<file path="src/mch_params.svh">
`ifndef MCH_PARAMS_SVH
`define MCH_PARAMS_SVH
`define MCH_CLK_HZ 20000000
`define MCH_RESET_DELAY_MS 100
`define MCH_RESET_DELAY_CYCLES (`MCH_RESET_DELAY_MS * (`MCH_CLK_HZ / 1000))
`define MCH_FT_LOCAL_AT 8'h08
`define MCH_FT_QUEUED_AT 8'h09
`define MCH_FT_REMOTE_AT 8'h17
`define MCH_FT_RX_PLAIN 8'h90
`define MCH_FT_RX_EXPLICIT 8'h91
`define MCH_REMOTE_APPLY_BIT 1
`define MCH_FW_VERSION 16'h1000
// arbitrary hardware version value
`define MCH_HW_VERSION 16'h0007
`define MCH_HW_COMPAT_RST 16'h0001
`define MCH_NPARAM 8
`define MCH_P_BAUD 3'h0
`define MCH_P_STACK 3'h1
`define MCH_P_COMPAT 3'h2
`define MCH_P_KEY 3'h3
`define MCH_P_AO 3'h4
`define MCH_FACTORY_BAUD 16'h0003
`define MCH_FACTORY_OTHER 16'h0000
`define MCH_REG_STATUS 4'h0
`define MCH_REG_HWCOMPAT 4'h1
`define MCH_REG_SENSOR 4'h2
`define MCH_REG_BAUD 4'h3
`define MCH_ST_CMDMODE 0
`define MCH_ST_RSTPEND 1
`define MCH_ST_BOOTBLK 2
`define MCH_ST_CUSTNEXT 3
`define MCH_ST_NVBUSY 4
`define MCH_ST_PENDING 5
`endif

</file>
<file path="src/mch_pkg.sv">
package mch_pkg;
   typedef enum logic [4:0] {
      MCH_C_TEMP = 5'h00, MCH_C_SUPPLY = 5'h01, MCH_C_POWER = 5'h02,
      MCH_C_FWVER = 5'h03, MCH_C_HWVER = 5'h04, MCH_C_COMPAT = 5'h05,
      MCH_C_RESTART = 5'h06, MCH_C_APPLY = 5'h07, MCH_C_WRITE = 5'h08,
      MCH_C_RESTORE = 5'h09, MCH_C_SETCUST = 5'h0a,
      MCH_C_CLRCUST = 5'h0b, MCH_C_FACTORY = 5'h0c,
      MCH_C_BOOTLDR = 5'h0d, MCH_C_EXIT = 5'h0e, MCH_C_PARAM = 5'h0f
   } mch_cmd_t;
   typedef enum logic [2:0] {
      MCH_S_IDLE = 3'b001, MCH_S_NVWAIT = 3'b010, MCH_S_RSTWAIT = 3'b100
   } mch_state_t;
   typedef enum logic [1:0] {
      MCH_R_OK = 2'h0, MCH_R_ERROR = 2'h1, MCH_R_VALUE = 2'h2
   } mch_resp_t;
endpackage

</file>
<file path="src/mch_command_handler.sv">
`timescale 1ns/1ps
`default_nettype none
`include "mch_params.svh"
module mch_command_handler #(
   parameter int unsigned RESET_DELAY_CYCLES = `MCH_RESET_DELAY_CYCLES
) (
   input wire logic clk,
   input wire logic reset_n,
   // decoded command from the parser
   input wire logic cmd_valid,
   output logic cmd_ready,
   input wire mch_pkg::mch_cmd_t cmd_code,
   input wire logic cmd_api,
   input wire logic [7:0] cmd_frame_type,
   input wire logic [7:0] cmd_frame_id,
   input wire logic [7:0] cmd_options,
   input wire logic cmd_is_set,
   input wire logic [2:0] cmd_param_sel,
   input wire logic [15:0] cmd_value,
   input wire logic cmd_mode_enter,
   input wire logic cmd_mode_timeout,
   // response
   output logic resp_valid,
   output mch_pkg::mch_resp_t resp_status,
   output logic [15:0] resp_value,
   output logic [7:0] resp_frame_id,
   output logic [7:0] resp_frame_type,
   // flash
   output logic nv_write_start,
   input wire logic nv_done,
   // reset and boot
   output logic sys_reset_req,
   output logic boot_to_loader,
   output logic boot_enable,
   input wire logic fw_load_valid,
   input wire logic [15:0] fw_compat_num,
   input wire logic fw_image_bad,
   output logic fw_load_accept,
   output logic fw_load_reject,
   // sensors and straps
   input wire logic [15:0] temp_c,
   input wire logic [15:0] supply_mv,
   input wire logic power_variant_pin,
   // operating settings
   output logic [15:0] baud_rate_setting,
   output logic cmd_mode,
   // transmit status
   input wire logic tx_req_valid,
   input wire logic [7:0] tx_req_frame_id,
   input wire logic tx_done,
   input wire logic [7:0] tx_cause,
   output logic txs_valid,
   output logic [7:0] txs_frame_id,
   output logic [7:0] txs_cause,
   // received data and remote responses
   input wire logic rx_valid,
   output logic rx_out_valid,
   output logic [7:0] rx_out_type,
   input wire logic remote_resp_valid,
   input wire logic remote_delivered,
   input wire logic [7:0] remote_resp_id,
   output logic remote_resp_out_valid,
   output logic [7:0] remote_resp_out_id,
   // register port
   input wire logic [3:0] reg_addr,
   input wire logic [31:0] reg_wdata,
   input wire logic reg_wr,
   input wire logic reg_rd,
   output logic [31:0] reg_rdata
);
   import mch_pkg::*;

   mch_state_t state;
   mch_state_t next_state;
   logic [21:0] rst_cnt;
   logic rst_to_loader;
   logic custom_next;
   logic boot_block;
   logic [15:0] hw_compat;
   logic power_meta;
   logic power_sync;
   logic [15:0] active [`MCH_NPARAM];
   logic [15:0] pending [`MCH_NPARAM];
   logic [15:0] custom [`MCH_NPARAM];
   logic [`MCH_NPARAM-1:0] pend_mask;
   logic [`MCH_NPARAM-1:0] cust_mask;
   logic [7:0] nv_frame_id;
   logic [7:0] nv_frame_type;
   logic nv_api;
   logic [7:0] tx_id_hold;
   logic tx_busy;

   wire take = cmd_valid && cmd_ready;
   wire is_remote = cmd_api && (cmd_frame_type == `MCH_FT_REMOTE_AT);
   wire is_query = (cmd_code == MCH_C_TEMP) || (cmd_code == MCH_C_SUPPLY)
      || (cmd_code == MCH_C_POWER) || (cmd_code == MCH_C_FWVER)
      || (cmd_code == MCH_C_HWVER) || (cmd_code == MCH_C_COMPAT);
   wire is_custom_cmd = (cmd_code == MCH_C_SETCUST)
      || (cmd_code == MCH_C_CLRCUST);
   wire refused = (is_query && cmd_is_set)
      || (is_remote && is_custom_cmd)
      || (is_remote && (cmd_code == MCH_C_BOOTLDR));
   wire go = take && !refused;
   wire do_param = go && (cmd_code == MCH_C_PARAM) && cmd_is_set;
   wire do_restore = go && (cmd_code == MCH_C_RESTORE);
   wire do_factory = go && (cmd_code == MCH_C_FACTORY);
   wire do_clrcust = go && (cmd_code == MCH_C_CLRCUST);
   wire do_write = go && (cmd_code == MCH_C_WRITE);
   wire do_restart = go && (cmd_code == MCH_C_RESTART);
   wire do_bootldr = go && (cmd_code == MCH_C_BOOTLDR);
   wire frame_apply = cmd_api && ((cmd_frame_type == `MCH_FT_LOCAL_AT)
      || (is_remote && cmd_options[`MCH_REMOTE_APPLY_BIT]));
   // queued frames only stage values; they wait for an apply
   wire do_apply = (go && (cmd_code == MCH_C_APPLY))
      || (go && (cmd_code == MCH_C_EXIT) && cmd_mode)
      || (take && frame_apply)
      || (cmd_mode_timeout && cmd_mode);
   wire rst_fire = (state == MCH_S_RSTWAIT)
      && (rst_cnt == RESET_DELAY_CYCLES[21:0] - 22'd1);
   wire suppress = cmd_api && (cmd_frame_id == 8'h00);
   wire nv_suppress = nv_api && (nv_frame_id == 8'h00);

   // query answers
   logic [15:0] query_value;
   always_comb
   begin
      query_value = 16'h0000;
      case (cmd_code)
         MCH_C_TEMP: query_value = temp_c;
         MCH_C_SUPPLY: query_value = supply_mv;
         MCH_C_POWER: query_value = {15'h0000, power_sync};
         MCH_C_FWVER: query_value = `MCH_FW_VERSION;
         MCH_C_HWVER: query_value = `MCH_HW_VERSION;
         MCH_C_COMPAT: query_value = hw_compat;
         MCH_C_PARAM: query_value = active[cmd_param_sel];
         default: query_value = 16'h0000;
      endcase
   end

   // state machine: a write holds the port until flash finishes
   always_comb
   begin
      next_state = state;
      case (state)
         MCH_S_IDLE:
         begin
            if (do_write)
               next_state = MCH_S_NVWAIT;
            else if (do_restart || do_bootldr)
               next_state = MCH_S_RSTWAIT;
         end
         MCH_S_NVWAIT:
         begin
            if (nv_done)
               next_state = MCH_S_IDLE;
         end
         MCH_S_RSTWAIT:
         begin
            if (rst_fire)
               next_state = MCH_S_IDLE;
         end
         default: next_state = MCH_S_IDLE;
      endcase
   end

   assign cmd_ready = (state == MCH_S_IDLE);

   always_ff @(posedge clk or negedge reset_n)
   begin
      if (!reset_n)
         state <= MCH_S_IDLE;
      else
         state <= next_state;
   end

   // reset delay counter
   always_ff @(posedge clk or negedge reset_n)
   begin
      if (!reset_n)
      begin
         rst_cnt <= 22'd0;
         rst_to_loader <= 1'b0;
      end
      else if (take && (do_restart || do_bootldr))
      begin
         rst_cnt <= 22'd0;
         rst_to_loader <= do_bootldr;
      end
      else if (state == MCH_S_RSTWAIT)
         rst_cnt <= rst_cnt + 22'd1;
   end

   always_ff @(posedge clk or negedge reset_n)
   begin
      if (!reset_n)
      begin
         sys_reset_req <= 1'b0;
         boot_to_loader <= 1'b0;
      end
      else
      begin
         sys_reset_req <= rst_fire;
         boot_to_loader <= rst_fire && rst_to_loader;
      end
   end

   // command mode
   always_ff @(posedge clk or negedge reset_n)
   begin
      if (!reset_n)
         cmd_mode <= 1'b0;
      else if (rst_fire)
         cmd_mode <= 1'b0;
      else if (cmd_mode_timeout || (go && (cmd_code == MCH_C_EXIT)))
         cmd_mode <= 1'b0;
      else if (cmd_mode_enter)
         cmd_mode <= 1'b1;
   end

   // one-shot capture of the next command after set-custom-default
   always_ff @(posedge clk or negedge reset_n)
   begin
      if (!reset_n)
         custom_next <= 1'b0;
      else if (go && (cmd_code == MCH_C_SETCUST))
         custom_next <= 1'b1;
      else if (take)
         custom_next <= 1'b0;
   end

   // parameter storage, one slice per entry
   genvar gi;
   generate
      for (gi = 0; gi < `MCH_NPARAM; gi = gi + 1)
      begin : g_par
         localparam logic [2:0] IDX = 3'(gi);
         localparam logic [15:0] FACT = (IDX == `MCH_P_BAUD)
            ? `MCH_FACTORY_BAUD : `MCH_FACTORY_OTHER;
         wire hit = do_param && (cmd_param_sel == IDX);
         wire kept = (IDX == `MCH_P_STACK) || (IDX == `MCH_P_COMPAT)
            || (IDX == `MCH_P_KEY);
         wire [15:0] dflt = cust_mask[gi] ? custom[gi] : FACT;
         always_ff @(posedge clk or negedge reset_n)
         begin
            if (!reset_n)
            begin
               pending[gi] <= FACT;
               pend_mask[gi] <= 1'b0;
            end
            else if (hit)
            begin
               pending[gi] <= cmd_value;
               pend_mask[gi] <= 1'b1;
            end
            else if (do_restore && !kept)
            begin
               pending[gi] <= dflt;
               pend_mask[gi] <= 1'b1;
            end
            else if (do_factory)
            begin
               pending[gi] <= FACT;
               pend_mask[gi] <= 1'b1;
            end
            else if (do_apply)
               pend_mask[gi] <= 1'b0;
         end
         // baud and all others switch only here
         always_ff @(posedge clk or negedge reset_n)
         begin
            if (!reset_n)
               active[gi] <= FACT;
            else if (do_apply && hit)
               active[gi] <= cmd_value;
            else if (do_apply && pend_mask[gi])
               active[gi] <= pending[gi];
         end
         always_ff @(posedge clk or negedge reset_n)
         begin
            if (!reset_n)
            begin
               custom[gi] <= 16'h0000;
               cust_mask[gi] <= 1'b0;
            end
            else if (do_clrcust)
               cust_mask[gi] <= 1'b0;
            else if (hit && custom_next)
            begin
               custom[gi] <= cmd_value;
               cust_mask[gi] <= 1'b1;
            end
         end
      end
   endgenerate

   assign baud_rate_setting = active[`MCH_P_BAUD];

   // flash write bookkeeping
   always_ff @(posedge clk or negedge reset_n)
   begin
      if (!reset_n)
      begin
         nv_write_start <= 1'b0;
         nv_api <= 1'b0;
         nv_frame_id <= 8'h00;
         nv_frame_type <= 8'h00;
      end
      else
      begin
         nv_write_start <= do_write;
         if (do_write)
         begin
            nv_api <= cmd_api;
            nv_frame_id <= cmd_frame_id;
            nv_frame_type <= cmd_frame_type;
         end
      end
   end

   // responses: flash OK waits for nv_done so the host may continue
   always_ff @(posedge clk or negedge reset_n)
   begin
      if (!reset_n)
      begin
         resp_valid <= 1'b0;
         resp_status <= MCH_R_OK;
         resp_value <= 16'h0000;
         resp_frame_id <= 8'h00;
         resp_frame_type <= 8'h00;
      end
      else if ((state == MCH_S_NVWAIT) && nv_done)
      begin
         resp_valid <= !nv_suppress;
         resp_status <= MCH_R_OK;
         resp_value <= 16'h0000;
         resp_frame_id <= nv_frame_id;
         resp_frame_type <= nv_frame_type;
      end
      else if (take && !do_write)
      begin
         resp_valid <= !suppress;
         resp_frame_id <= cmd_frame_id;
         resp_frame_type <= cmd_frame_type;
         if (refused)
         begin
            resp_status <= MCH_R_ERROR;
            resp_value <= 16'h0000;
         end
         else if (is_query || ((cmd_code == MCH_C_PARAM) && !cmd_is_set))
         begin
            resp_status <= MCH_R_VALUE;
            resp_value <= query_value;
         end
         else
         begin
            resp_status <= MCH_R_OK;
            resp_value <= 16'h0000;
         end
      end
      else
         resp_valid <= 1'b0;
   end

   // firmware image gate
   always_ff @(posedge clk or negedge reset_n)
   begin
      if (!reset_n)
      begin
         boot_block <= 1'b0;
         fw_load_accept <= 1'b0;
         fw_load_reject <= 1'b0;
      end
      else
      begin
         fw_load_accept <= fw_load_valid && (fw_compat_num >= hw_compat);
         fw_load_reject <= fw_load_valid && (fw_compat_num < hw_compat);
         if (fw_image_bad)
            boot_block <= 1'b1;
         else if (fw_load_valid && (fw_compat_num >= hw_compat))
            boot_block <= 1'b0;
      end
   end

   assign boot_enable = !boot_block;

   // strap from a pin, two flops before use
   always_ff @(posedge clk or negedge reset_n)
   begin
      if (!reset_n)
      begin
         power_meta <= 1'b0;
         power_sync <= 1'b0;
      end
      else
      begin
         power_meta <= power_variant_pin;
         power_sync <= power_meta;
      end
   end

   // transmit status: the id is held from request to completion
   always_ff @(posedge clk or negedge reset_n)
   begin
      if (!reset_n)
      begin
         tx_busy <= 1'b0;
         tx_id_hold <= 8'h00;
         txs_valid <= 1'b0;
         txs_frame_id <= 8'h00;
         txs_cause <= 8'h00;
      end
      else
      begin
         txs_valid <= 1'b0;
         if (tx_req_valid)
         begin
            tx_busy <= 1'b1;
            tx_id_hold <= tx_req_frame_id;
         end
         else if (tx_done && tx_busy)
         begin
            tx_busy <= 1'b0;
            txs_valid <= (tx_id_hold != 8'h00);
            txs_frame_id <= tx_id_hold;
            txs_cause <= tx_cause;
         end
      end
   end

   // received data and remote response forwarding
   always_ff @(posedge clk or negedge reset_n)
   begin
      if (!reset_n)
      begin
         rx_out_valid <= 1'b0;
         rx_out_type <= `MCH_FT_RX_PLAIN;
         remote_resp_out_valid <= 1'b0;
         remote_resp_out_id <= 8'h00;
      end
      else
      begin
         rx_out_valid <= rx_valid;
         if (rx_valid)
            rx_out_type <= active[`MCH_P_AO][0]
               ? `MCH_FT_RX_EXPLICIT : `MCH_FT_RX_PLAIN;
         remote_resp_out_valid <= remote_resp_valid && remote_delivered
            && (remote_resp_id != 8'h00);
         if (remote_resp_valid)
            remote_resp_out_id <= remote_resp_id;
      end
   end

   // register port
   wire sel_status = (reg_addr == `MCH_REG_STATUS);
   wire sel_compat = (reg_addr == `MCH_REG_HWCOMPAT);
   wire sel_sensor = (reg_addr == `MCH_REG_SENSOR);
   wire sel_baud = (reg_addr == `MCH_REG_BAUD);
   wire [31:0] status_word = {26'h000_0000, (|pend_mask),
      (state == MCH_S_NVWAIT), custom_next, boot_block,
      (state == MCH_S_RSTWAIT), cmd_mode};
   wire [31:0] rd_mux = sel_status ? status_word
      : sel_compat ? {16'h0000, hw_compat}
      : sel_sensor ? {supply_mv, temp_c}
      : sel_baud ? {16'h0000, baud_rate_setting}
      : 32'h0000_0000;

   always_ff @(posedge clk or negedge reset_n)
   begin
      if (!reset_n)
         hw_compat <= `MCH_HW_COMPAT_RST;
      else if (reg_wr && sel_compat)
         hw_compat <= reg_wdata[15:0];
   end

   always_ff @(posedge clk or negedge reset_n)
   begin
      if (!reset_n)
         reg_rdata <= 32'h0000_0000;
      else if (reg_rd)
         reg_rdata <= rd_mux;
      else
         reg_rdata <= 32'h0000_0000;
   end
endmodule
`default_nettype wire

</file>
<file path="config.mk">
export PLATFORM = sky130hd
export DESIGN_NAME = mch_command_handler
export DESIGN_NICKNAME = d
export VERILOG_FILES = /design/src/mch_pkg.sv /design/src/mch_command_handler.sv
export VERILOG_INCLUDE_DIRS = /design/src
export SDC_FILE = /design/constraint.sdc
export NUM_CORES = 1
export LEC_CHECK = 0
export BUFFER_PORTS_ARGS = -buffer_cell sky130_fd_sc_hd__buf_2
export CORE_MARGIN = 5
export CORE_UTILIZATION = 50
export DETAILED_ROUTE_END_ITERATION = 7
export PLACE_DENSITY_LB_ADDON = 0.25
export SLEW_MARGIN = 20
export SYNTH_ARGS = -nofsm -noshare
export SYNTH_HDL_FRONTEND = slang
export SYNTH_SLANG_ARGS = --single-unit
</file>
<file path="constraint.sdc">
create_clock -name clk -period 3.91 [get_ports clk]
set_input_delay 1.173 -clock clk [delete_from_list [all_inputs] [get_ports clk]]
set_output_delay 1.173 -clock clk [all_outputs]
set_load 0.02 [all_outputs]
</file>
==> results of run 1 <==
## metrics by stage
| step | worst slack [ns] | util (%) | instances |
|---|---|---|---|
| finish | 0.821 | 59.4 | 2974 |
| global route | 0.719 | 59.4 | 2974 |
| CTS | 0.895 | 59.3 | 2966 |
| detailed placement | 0.312 | 55.3 | 2867 |
| global placement | 0.257 | 55.3 | 2867 |
| floorplan | 0.683 | - | 2083 |
## cells by family after synthesis
family | Yosys count | synth area share, %
and+or+nand+nor | 565 | 11.2
AOI/OAI and AO/OA | 542 | 17.1
DFF | 522 | 55.1
buffers and inverters | 211 | 4.20
muxes | 198 | 10.7
xor gates and xnor gates | 21 | 0.776
adders and majority gates | 17 | 0.897
other | 2 | 0.0317
## report_power, final
part / switching [W] / total, W / internal [W] / leakage (nW)
registers: 0.000889 / 0.00738 / 0.00649 / 6.84
logic: 0.00179 / 0.00323 / 0.00144 / 5.64
clock network: 0.00218 / 0.00543 / 0.00325 / 0.921
## layout by cell type (no fill, tap or decap), drive strengths merged, types with 11 or more instances in the layout
master,synthesis,final
mux4,32,32
ha,17,17
mux2i,37,37
o21ai,39,39
nor4,18,18
mux2,129,129
and3,20,20
dfrtp,516,516
nand2,274,274
a22o,65,65
a2bb2oi,60,60
buf,88,359
a211oi,11,11
clkbuf,93,74
a22oi,79,79
o22ai,129,129
nand3,16,16
a21oi,83,83
nor3,30,30
clkinv,1,14
xnor2,13,13
inv,29,30
nor2,138,138
a222oi,22,22
a21o,12,12
nand4,12,12
## state kept, by name (all words and copies together) (netlist names), 16 cells and up
name and flops:
active 112, resp_value 16, rst_cnt 22, pending 128, custom 80, baud_rate_setting 16
reg_rdata 32, hw_compat 16
## worst min-delay path by stage
stage                                      end  slack, ns  cells after the start
after CTS                 power_sync$_DFF_PN0_       0.37                      0
after global routing      power_sync$_DFF_PN0_       0.37                      0
after detailed placement  power_sync$_DFF_PN0_       0.36                      0
final                     power_sync$_DFF_PN0_       0.38                      0
after global placement    power_sync$_DFF_PN0_       0.37                      0
after floorplan           power_sync$_DFF_PN0_       0.33                      0
## layer usage
layer	up-vias	wire length, µm	part of all wire [%]
met3	151	5890	8.5
met5	-	13	0.019
met2	873	32700	47
met4	2	1950	2.8
met1	9237	29100	42
li1	8113	-	-
## final cells by class
cell class                 count  area, µm²  share of cell area (%)
antenna                        7       17.5                  0.0631
clock buffer                  74       1520                    5.46
clock inverter                25        363                    1.31
inverter                      30        113                   0.406
multi-input combinational   1350       9750                    35.1
sequential                   522      13100                    47.1
tap                          607        759                    2.74
timing repair buffer         359       2170                    7.81
==> results.md, run 1 <==
* Crit Path Max Fanout at 17
* CTS Root Cell: clkbuf_16
* First-pass GRT wire length at 109,000 µm
* Clock buffer depth at 3
* Crit path to: active[4]$_DFFE_PN0P_
* CP max-delay cell: nand2_1
* Setup TNS at 0 ns
* Clock Latency Late Sink at 0.62 ns
* Delay of the slowest critical-path stage at 0.47 ns
* Pleak at 13.4 nW
* Endpoints failing hold at 0
* CP bufs+invs at 3
* Avg Inst Size Synth at 11.4 µm²
* CTS tree: yes
* Yosys top cell area share at 54.4%
* Hold_ws at 0.381 ns
* Top cell by count, worst path: buf_4
* Num CTS Buffers at 53
* Initial Utilization at 50.7%
* Critical path required time at 4.39 ns
* Critical Path Stages at 9
* Max-cap violations at 0
* RR Endpoint: baud_rate_setting[14]$_DFFE_PN0P_
* Boundary Pins at 300
* CP cell instances: buf_2, nor4b_1, buf_4, nand3b_1, o2111ai_2, buf_4, nand2_1, o22ai_1, a21oi_1
* Post-CTS sizing at 0
* CP Launch Point: cmd_frame_type[5]
* Top cells by count, synth: dfrtp_1 (516), nand2_1 (273), mux2_2 (129), nor2_1 (129), o22ai_1 (129)
* Post-DP HPWL at 48,200 µm
* Layout Skew at 0.0175 ns
* CP Capture Type: register
* Synth Register Bits at 522
* Pwr/cell area at 578 mW/mm²
* Grt met1 use at 36.1%
* DIE HEIGHT at 228 µm
* Total routed wirelength at 69,700 µm
* Die Area at 0.0519 mm²
* Die width at 228 µm
* Global-route layer with the greatest usage: met2
* Synth warn at 0
* Ys flop type: dfrtp_1
* Crit Path Class: in -> reg
* WL/cell at 23.4 µm
* Share of the yosys chip area belonging to registers at 55.1%
* Max-slew violations at 0
* RR Startpoint: state[0]$_DFFE_PN1P_
* # DRC at 0
* R2R setup slack at 1.25 ns
* VDD IR max at 360 µV
* Slew HR at 31.1%
* Ys async rst share at 100%
* Pre-antenna DRT Iters at 7
* Core box area at 0.0468 mm²
* CTS clk-pin slew, worst paths at 0.06 ns
* Status: completed
* Nets@finish at 2,507
* Gr ovfl total at 0
* PnR Total Power at 0.0160 W
* Most numerous cell in the Yosys netlist: dfrtp_1
* # fillers at 3,784
* Post-route ant nets at 0
* R2R cell count at 6
* Final min period at 3.09 ns
* Area Growth Syn to Fin at 17.1%
* Mapped Area at 0.0237 mm²
* Via count at 18,376
* Setup violation total in the final timing report at 0
* Pin count of the biggest net entering global routing at 84
* Mapped Cells at 2,078
* Largest area contributor in the netlist: dfrtp_1
* Layout cells sized above 1 at 29.0%
* Setup bufs post-CTS at 0
* HP Start: power_meta$_DFF_PN0_
* Number of synthesized flops with an enable pin at 0
* H-tree depth at 2
* Post-route cell area at 0.0278 mm²
* Peak Freq at 324 MHz
* Tcrit/Tclk final at 79.0%
* I/O Buffers at 269
* Critical Path AT at 3.57 ns
* Netlist cell types at 79
* Initial antenna violation count at 9
* Total GRT Usage at 26.0%
* CTS Sinks at 522
* Row cnt at 79
* Met3 Usage GRT at 5.85%
* CP delay by family, top: simple AND/OR/NAND/NOR gates
* Average vias per placed instance at 6.18
* Hold WC Path Type: reg -> reg
* Gp weighted congestion at 0.900
* Detailed router's first-iteration violation count at 1,851
* Synth top area cells: dfrtp_1 (54%), mux2_2 (6.1%), nand2_1 (4.3%)
* Critical Path Start Type: input pin
* Setup repair after global routing missed its margin: false
* Vias in the first global route at 18,267
* Worst Max-Slew Pin Slew at 1.02 ns
* Hold buffer count at cts at 0
* Met2 usage at 41.9%
* Area after DPL at 0.0259 mm²
Note: power is estimated with default switching activity, not from simulation.
==> run 2: changes to the inputs <==
--- a/config.mk
+++ b/config.mk
@@ -6,6 +6,7 @@
 export SDC_FILE = /design/constraint.sdc
 export NUM_CORES = 1
 export LEC_CHECK = 0
+export ABC_AREA = 1
 export BUFFER_PORTS_ARGS = -buffer_cell sky130_fd_sc_hd__buf_2
 export CORE_MARGIN = 5
 export CORE_UTILIZATION = 50
==> constraint.sdc (replaced) <==
create_clock -name clk -period 2.94 [get_ports clk]
set_input_delay 0.882 -clock clk [delete_from_list [all_inputs] [get_ports clk]]
set_output_delay 0.882 -clock clk [all_outputs]
set_load 0.02 [all_outputs]
==> run 2 against run 1 <==
Net effect: non-clock buffer count rose by 65; sequential cell count did not move; clock power rose by 43%; total power rose by 3.0%; synthesized cell count rose by 42%; clock skew rose by 0.016 ns.
==> results.md, run 2 <==
* Status: completed (unchanged)
* Crit Path Max Fanout at 46 (was 17)
* Total GRT Usage at 29.5% (was 26.0%)
* Post-route ant nets at 0 (unchanged)
* Most common cell after layout, fill and taps aside: nand2_1 (was dfrtp_1)
* CP max-delay cell: dfstp_2 (was nand2_1)
* Slew HR at 40.7% (was 31.1%)
* Placement Setup Slack at -0.179 ns (was 0.312 ns)
* Largest regs: pending (128), active (112), custom (80) (unchanged)
* H-tree depth at 2 (unchanged)
* Hold WC Path Type: in -> async (was reg -> reg)
* Crit path to: pending[51]$_DFFE_PN0P_ (was active[4]$_DFFE_PN0P_)
* Pin count of the biggest net entering global routing at 83 (was 84)
* CTS tree: yes (unchanged)
* Initial Utilization at 50.5% (was 50.7%)
* Mapped Area at 0.0247 mm² (was 0.0237 mm²)
* Setup WS post-layout at 0.336 ns (was 0.821 ns)
* Critical Path Start Type: register (was input pin)
* Pleak at 15.1 nW (was 13.4 nW)
* CTS clk-pin slew, worst paths at 0.06 ns (about the same)
* Commonest non-fill, non-tap cells in the layout: nand2_1 (800), dfrtp_1 (516), nand3_1 (394) (was dfrtp_1 (516), nand2_1 (273), buf_2 (268))
* RR Endpoint: pending[51]$_DFFE_PN0P_ (was baud_rate_setting[14]$_DFFE_PN0P_)
* Post-DP HPWL at 58,500 µm (was 48,200 µm)
* Initial antenna violation count at 5 (was 9)
* Setup repair after global routing missed its margin: false (unchanged)
* Crit Path Class: reg -> reg (was in -> reg)
* Largest area contributor in the netlist: dfrtp_1 (unchanged)
* Total routed wirelength at 80,400 µm (was 69,700 µm)
* Synth Register Bits at 522 (unchanged)
* Gp weighted congestion at 0.993 (was 0.900)
* CP Capture Type: register (unchanged)
* Pre-antenna DRT Iters at 6 (was 7)
* Critical path required time at 3.46 ns (was 4.39 ns)
* Gr ovfl total at 0 (unchanged)
* Ys async rst share at 100% (unchanged)
* Nets@finish at 3,435 (was 2,507)
* # DRC at 0 (unchanged)
* Setup TNS at 0 ns (unchanged)
* PnR Total Power at 0.0165 W (was 0.0160 W)
* Setup violation total in the final timing report at 0 (unchanged)
* Via count at 22,457 (was 18,376)
* Critical Path Stages at 11 (was 9)
* Netlist cell types at 46 (was 79)
* Mapped Cells at 2,946 (was 2,078)
* Clock Latency Late Sink at 0.63 ns (was 0.62 ns)
* Worst Max-Slew Pin Slew at 0.882 ns (was 1.02 ns)
* Delay of the slowest critical-path stage at 0.54 ns (was 0.47 ns)
* I/O Buffers at 269 (unchanged)
* R2R cell count at 11 (was 6)
* Setup bufs post-CTS at 0 (unchanged)
* Biggest register: pending (unchanged)
* Tcrit/Tclk final at 88.6%
* RR Startpoint: state[0]$_DFFE_PN1P_ (unchanged)
* Top cells by count, synth: nand2_1 (800), dfrtp_1 (516), nand3_1 (394) (was dfrtp_1 (516), nand2_1 (273), mux2_2 (129), nor2_1 (129), o22ai_1 (129))
* Largest register FFs at 128 (unchanged)
* Max-slew violations at 0 (unchanged)
* Synth top area cells: dfrtp_1 (52%), nand2_1 (12%), nand3_1 (8.0%) (was dfrtp_1 (54%), mux2_2 (6.1%), nand2_1 (4.3%))
* Pwr/cell area at 555 mW/mm² (was 578 mW/mm²)
* Final min period at 2.60 ns
* Ys flop type: dfrtp_1 (unchanged)
* # fillers at 4,299 (was 3,784)
* Core box area at 0.0488 mm² (was 0.0468 mm²)
* Yosys top cell area share at 52.3% (was 54.4%)
* Endpoints failing hold at 0 (unchanged)
* Critical Path AT at 3.12 ns (was 3.57 ns)
* DIE HEIGHT at 232 µm (was 228 µm)
* Peak Freq at 384 MHz
* Die Area at 0.0539 mm² (was 0.0519 mm²)
* Area Growth Syn to Fin at 20.7% (was 17.1%)
* Boundary Pins at 300 (unchanged)
* CTS Sinks at 522 (unchanged)
* CP delay by family, top: simple AND/OR/NAND/NOR gates (unchanged)
* Vias in the first global route at 21,573 (was 18,267)
* Final Util at 61.0% (was 59.4%)
* R2R setup slack at 0.34 ns (was 1.25 ns)
* Row cnt at 81 (was 79)
* First-pass GRT wire length at 124,000 µm (was 109,000 µm)
* Most numerous cell in the Yosys netlist: nand2_1 (was dfrtp_1)
* CTS Root Cell: clkbuf_16 (unchanged)
* Avg Inst Size Synth at 8.37 µm² (was 11.4 µm²)
* Number of synthesized flops with an enable pin at 0 (unchanged)
* Top cell by count, worst path: nand2_1 (was buf_4)
* Clock buffer depth at 3 (unchanged)
* Average vias per placed instance at 5.68 (was 6.18)
* CP cell instances: nand2_1, nor2_2, nand2_1, inv_2, nand3_4, nor2_1, nand2_2, buf_12, clkinv_2, nand3_1, o211ai_1 (was buf_2, nor4b_1, buf_4, nand3b_1, o2111ai_2, buf_4, nand2_1, o22ai_1, a21oi_1)
* VDD IR max at 409 µV (was 360 µV)
* Layout cells sized above 1 at 18.2% (was 29.0%)
* Detailed router's first-iteration violation count at 2,382 (was 1,851)
* Die width at 232 µm (was 228 µm)
* CP bufs+invs at 3 (unchanged)
* WL/cell at 20.3 µm (was 23.4 µm)
* Share of the yosys chip area belonging to registers at 53.0% (was 55.1%)
* Num CTS Buffers at 54 (was 53)
* Layout Skew at 0.0336 ns (was 0.0175 ns)
* Max-cap violations at 0 (unchanged)
* CP Launch Point: state[0]$_DFFE_PN1P_ (was cmd_frame_type[5])
* Synth warn at 0 (unchanged)
run 2: changes by cell type in the layout (fill, tap and decap cells not counted), moves of 64 or more:
cell	delta
a22o_1	-64
nand3_1	+378
o21ai_0	+139
o211ai_1	+91
inv_1	+229
mux2_2	-111
nand2_1	+527
o22ai_1	-69
run 2: where the power goes:
group,switching (W),leakage [nW],total (W),internal [W]
Combinational,0.000918,7.23,0.00134,0.000418
Clock,0.00295,1.00,0.00774,0.00479
Sequential,0.0000897,6.84,0.00745,0.00736
run 2: routing by layer:
layer	global-route usage [%]	up-vias	routed length, µm
met2	47.2	1060	37100
met1	39.5	10798	32300
met5	0	-	55
li1	-	10390	-
met4	11.9	8	3460
met3	6.16	201	7480
run 2: stage by stage:
step                hold slack, ns  instances  area (µm²)
global route                 0.204       3952       29800
detailed placement           0.337       3852       27700
CTS                          0.194       3952       29800
global placement             0.344       3852       27700
finish                       0.188       3954       29800
floorplan                    0.331       2951       24700
run 2: area by class of cell:
class | count | area, µm² | share of cell area [%]
repair buffers | 424 | 3100 | 10.4
clock inverters | 27 | 470 | 1.58
flip-flops and latches | 522 | 13100 | 43.9
clock buffers | 73 | 1560 | 5.25
multi-input cells | 1961 | 9690 | 32.5
diodes | 2 | 5.00 | 0.0168
well taps | 664 | 831 | 2.79
inverters | 281 | 1060 | 3.55
run 2: logic make-up after synthesis:
kind of cell / count (synthesis) / share of synthesized area, %
mux: 18 / 0.822
buf+inv: 468 / 7.90
compound gates: 446 / 11.1
xor+xnor: 15 / 0.533
fa+ha+maj: 17 / 0.862
flops: 522 / 53.0
simple gates: 1458 / 25.8
other cells: 2 / 0.0304
run 2: worst min-delay path by stage:
| stage | start | end | slack, ns | depth (start not counted) |
|---|---|---|---|---|
| 2_1_floorplan | power_meta$_DFF_PN0_ | power_sync$_DFF_PN0_ | 0.33 | 0 |
| 3_3_place_gp | power_meta$_DFF_PN0_ | power_sync$_DFF_PN0_ | 0.34 | 0 |
| 6_report | reset_n | resp_frame_type[3]$_DFFE_PN0P_ | 0.19 | 1 |
| 3_5_place_dp | power_meta$_DFF_PN0_ | power_sync$_DFF_PN0_ | 0.34 | 0 |
| 4_1_cts | reset_n | active[40]$_DFFE_PN0P_ | 0.19 | 1 |
| 5_1_grt | reset_n | resp_frame_type[3]$_DFFE_PN0P_ | 0.20 | 1 |
run 2: worst register-to-register path, cell delays in order (launching register included):
cell and delay, ns:
dfstp_2 0.54, nand2_1 0.06, nor2_2 0.15, nand2_1 0.16, inv_2 0.17, nand3_4 0.13, nor2_1 0.23, nand2_2 0.14
buf_12 0.16, clkinv_2 0.44, nand3_1 0.20, o211ai_1 0.14
run 2: repair_timing:
action                                  4_1_cts  5_1_grt
hold buffers                                  0        0
resized for setup                             0        1
endpoints found under the setup margin        0        2
==> run 3: changes to the inputs <==
--- a/config.mk
+++ b/config.mk
@@ -8,8 +8,10 @@
 export LEC_CHECK = 0
 export ABC_AREA = 1
 export BUFFER_PORTS_ARGS = -buffer_cell sky130_fd_sc_hd__buf_2
+export CELL_PAD_IN_SITES_DETAIL_PLACEMENT = 1
+export CELL_PAD_IN_SITES_GLOBAL_PLACEMENT = 2
 export CORE_MARGIN = 5
-export CORE_UTILIZATION = 50
+export CORE_UTILIZATION = 35
 export DETAILED_ROUTE_END_ITERATION = 7
 export PLACE_DENSITY_LB_ADDON = 0.25
 export SLEW_MARGIN = 20
==> run 3 against run 2 <==
Net effect: utilization is 17 points lower; worst setup slack worse by 0.12 ns; sequential cell count is the same; sequential share of layout area decreased by 0.96 points; critical path type unchanged.
==> results.md, run 3 (same netlist as run 2, synthesis figures left out) <==
* Status: completed (unchanged)
* Core box area at 0.0699 mm² (was 0.0488 mm²)
* Pin count of the biggest net entering global routing at 86 (was 83)
* Gp weighted congestion at 0.880 (was 0.993)
* Critical Path AT at 3.29 ns (was 3.12 ns)
* Die width at 275 µm (was 232 µm)
* Most common cell after layout, fill and taps aside: nand2_1 (unchanged)
* Layout cells sized above 1 at 19.0% (was 18.2%)
* I/O Buffers at 269 (unchanged)
* Tcrit/Tclk final at 92.5% (was 88.6%)
* Clock Latency Late Sink at 0.64 ns (was 0.63 ns)
* CTS clk-pin slew, worst paths at 0.06 ns (about the same)
* Setup TNS at 0 ns (unchanged)
* Crit Path Max Fanout at 31 (was 46)
* # fillers at 8,418 (was 4,299)
* Max-slew violations at 0 (unchanged)
* Die Area at 0.0759 mm² (was 0.0539 mm²)
* Total GRT Usage at 24.8% (was 29.5%)
* Boundary Pins at 300 (unchanged)
* CTS Root Cell: clkbuf_16 (unchanged)
* CTS tree: yes (unchanged)
* Met3 Usage GRT at 4.30% (was 6.16%)
* Final min period at 2.72 ns (was 2.60 ns)
* CP Launch Point: state[0]$_DFFE_PN1P_ (unchanged)
* Final Util at 43.6% (was 61.0%)
* Delay of the slowest critical-path stage at 0.54 ns (about the same)
* Critical Path Start Type: register (unchanged)
* # DRC at 0 (unchanged)
* Gr ovfl total at 0 (unchanged)
* VDD IR max at 462 µV (was 409 µV)
* CP max-delay cell: dfstp_2 (unchanged)
* Pre-antenna DRT Iters at 5 (was 6)
* Commonest non-fill, non-tap cells in the layout: nand2_1 (800), dfrtp_1 (516), nand3_1 (394) (unchanged)
* Critical path required time at 3.51 ns (was 3.46 ns)
* Setup violation total in the final timing report at 0 (unchanged)
* Crit Path Class: reg -> reg (unchanged)
* Total routed wirelength at 95,900 µm (was 80,400 µm)
* Row cnt at 97 (was 81)
* CP bufs+invs at 2 (was 3)
* CTS Sinks at 522 (unchanged)
* Post-DP HPWL at 69,800 µm (was 58,500 µm)
* CP Capture Type: register (unchanged)
* Initial antenna violation count at 6 (was 5)
* Detailed router's first-iteration violation count at 1,528 (was 2,382)
* Global-route layer with the greatest usage: met2 (unchanged)
* First-pass GRT wire length at 145,000 µm (was 124,000 µm)
* Worst Max-Slew Pin Slew at 0.906 ns (was 0.882 ns)
* DIE HEIGHT at 275 µm (was 232 µm)
* Largest regs: pending (128), active (112), custom (80) (unchanged)
* R2R cell count at 13 (was 11)
* Largest register FFs at 128 (unchanged)
* Peak Freq at 368 MHz (was 384 MHz)
* Slew HR at 39.2% (was 40.7%)
* PnR Total Power at 0.0169 W (was 0.0165 W)
* Biggest register: pending (unchanged)
* Pwr/cell area at 554 mW/mm² (was 555 mW/mm²)
* CP cell instances: nand2_1, nor2_2, nand2_1, inv_2, nand3_4, nor2_4, nand3_4, nand2_8, buf_12, nand2_2, nand2_1, nand3_1, nand2_1 (was nand2_1, nor2_2, nand2_1, inv_2, nand3_4, nor2_1, nand2_2, buf_12, clkinv_2, nand3_1, o211ai_1)
* Average vias per placed instance at 5.32 (was 5.68)
* RR Endpoint: active[59]$_DFFE_PN0P_ (was pending[51]$_DFFE_PN0P_)
* Endpoints failing hold at 0 (unchanged)
* Via count at 22,698 (was 22,457)
* Top cell by count, worst path: nand2_1 (unchanged)
* Setup bufs post-CTS at 0 (unchanged)
* Hold buffer count at cts at 0 (unchanged)
* WL/cell at 22.5 µm (was 20.3 µm)
* Placement Setup Slack at -0.0991 ns (was -0.179 ns)
* Setup WS post-layout at 0.220 ns (was 0.336 ns)
* Post-CTS sizing at 0 (unchanged)
* Area Growth Syn to Fin at 23.4% (was 20.7%)
* Nets@finish at 3,463 (was 3,435)
* Post-route ant nets at 0 (unchanged)
* Grt met1 use at 34.6% (was 39.5%)
* Clock buffer depth at 3 (unchanged)
* Max-cap violations at 0 (unchanged)
* Hold WC Path Type: in -> async (unchanged)
* Num CTS Buffers at 60 (was 54)
* Pleak at 15.3 nW (was 15.1 nW)
* Initial Utilization at 35.3% (was 50.5%)
* RR Startpoint: state[0]$_DFFE_PN1P_ (unchanged)
* CP delay by family, top: simple AND/OR/NAND/NOR gates (unchanged)
* R2R setup slack at 0.22 ns (was 0.34 ns)
* Setup repair after global routing missed its margin: false (unchanged)
* Met2 usage at 40.1% (was 47.2%)
* Hold_ws at 0.153 ns (was 0.188 ns)
* H-tree depth at 2 (unchanged)
* Vias in the first global route at 23,770 (was 21,573)
* Layout Skew at 0.0238 ns (was 0.0336 ns)
-- run 3: cell count changes in the layout (fill, tap and decap cells not counted), moves of 2 or more --
| cell | before | now |
|---|---|---|
| buf_12 | 46 | 51 |
| clkbuf_16 | 55 | 60 |
| clkbuf_8 | 12 | 18 |
| buf_4 | 109 | 126 |
| clkbuf_1 | 6 | 11 |
| clkinv_2 | 11 | 13 |
| bufinv_16 | 12 | 7 |
-- run 3: where the power goes --
group	switching, W	internal [W]	leakage, nW
Sequential	0.0000910	0.00736	6.84
Clock	0.00320	0.00483	1.06
Combinational	0.000967	0.000431	7.35
-- run 3: routing by layer --
| layer | share of wire [%] | vias to the layer above |
|---|---|---|
| met5 | 0.056 | - |
| met4 | 2.6 | 8 |
| met3 | 5.9 | 139 |
| met2 | 46 | 593 |
| met1 | 45 | 11503 |
| li1 | - | 10455 |
-- run 3: layout make-up --
cell class                 instances  area (µm²)  area share, %
tap                              940        1180           3.86
clock inverter                    25         337           1.11
sequential                       522       13100           42.9
antenna                            2        5.00         0.0164
inverter                         281        1050           3.46
clock buffer                      89        1790           5.88
multi-input combinational       1961        9690           31.8
timing repair buffer             446        3320           10.9
-- run 3: stage by stage --
stage | std cells | cell area [µm²]
global route | 4265 | 30400
global placement | 4150 | 28300
CTS | 4264 | 30400
detailed placement | 4150 | 28300
finish | 4266 | 30400
floorplan | 2951 | 24700
-- run 3: how the worst max path moves through the flow --
stage                              to  slack (ns)  cells past startpoint
6_report       active[59]$_DFFE_PN0P_        0.22                     13
5_1_grt        active[59]$_DFFE_PN0P_        0.03                     13
4_1_cts        active[59]$_DFFE_PN0P_        0.20                     13
3_5_place_dp    active[8]$_DFFE_PN0P_        -0.1                     12
3_3_place_gp    active[9]$_DFFE_PN0P_       -0.05                     14
2_1_floorplan  active[44]$_DFFE_PN0P_        0.32                     15
-- run 3: worst register-to-register path: stages, from the launching register on --
cell and delay, ns:
dfstp_2 0.54, nand2_1 0.06, nor2_2 0.23, nand2_1 0.17
inv_2 0.17, nand3_4 0.15, nor2_4 0.14, nand3_4 0.11
nand2_8 0.27, buf_12 0.25, nand2_2 0.11, nand2_1 0.20
nand3_1 0.16, nand2_1 0.10
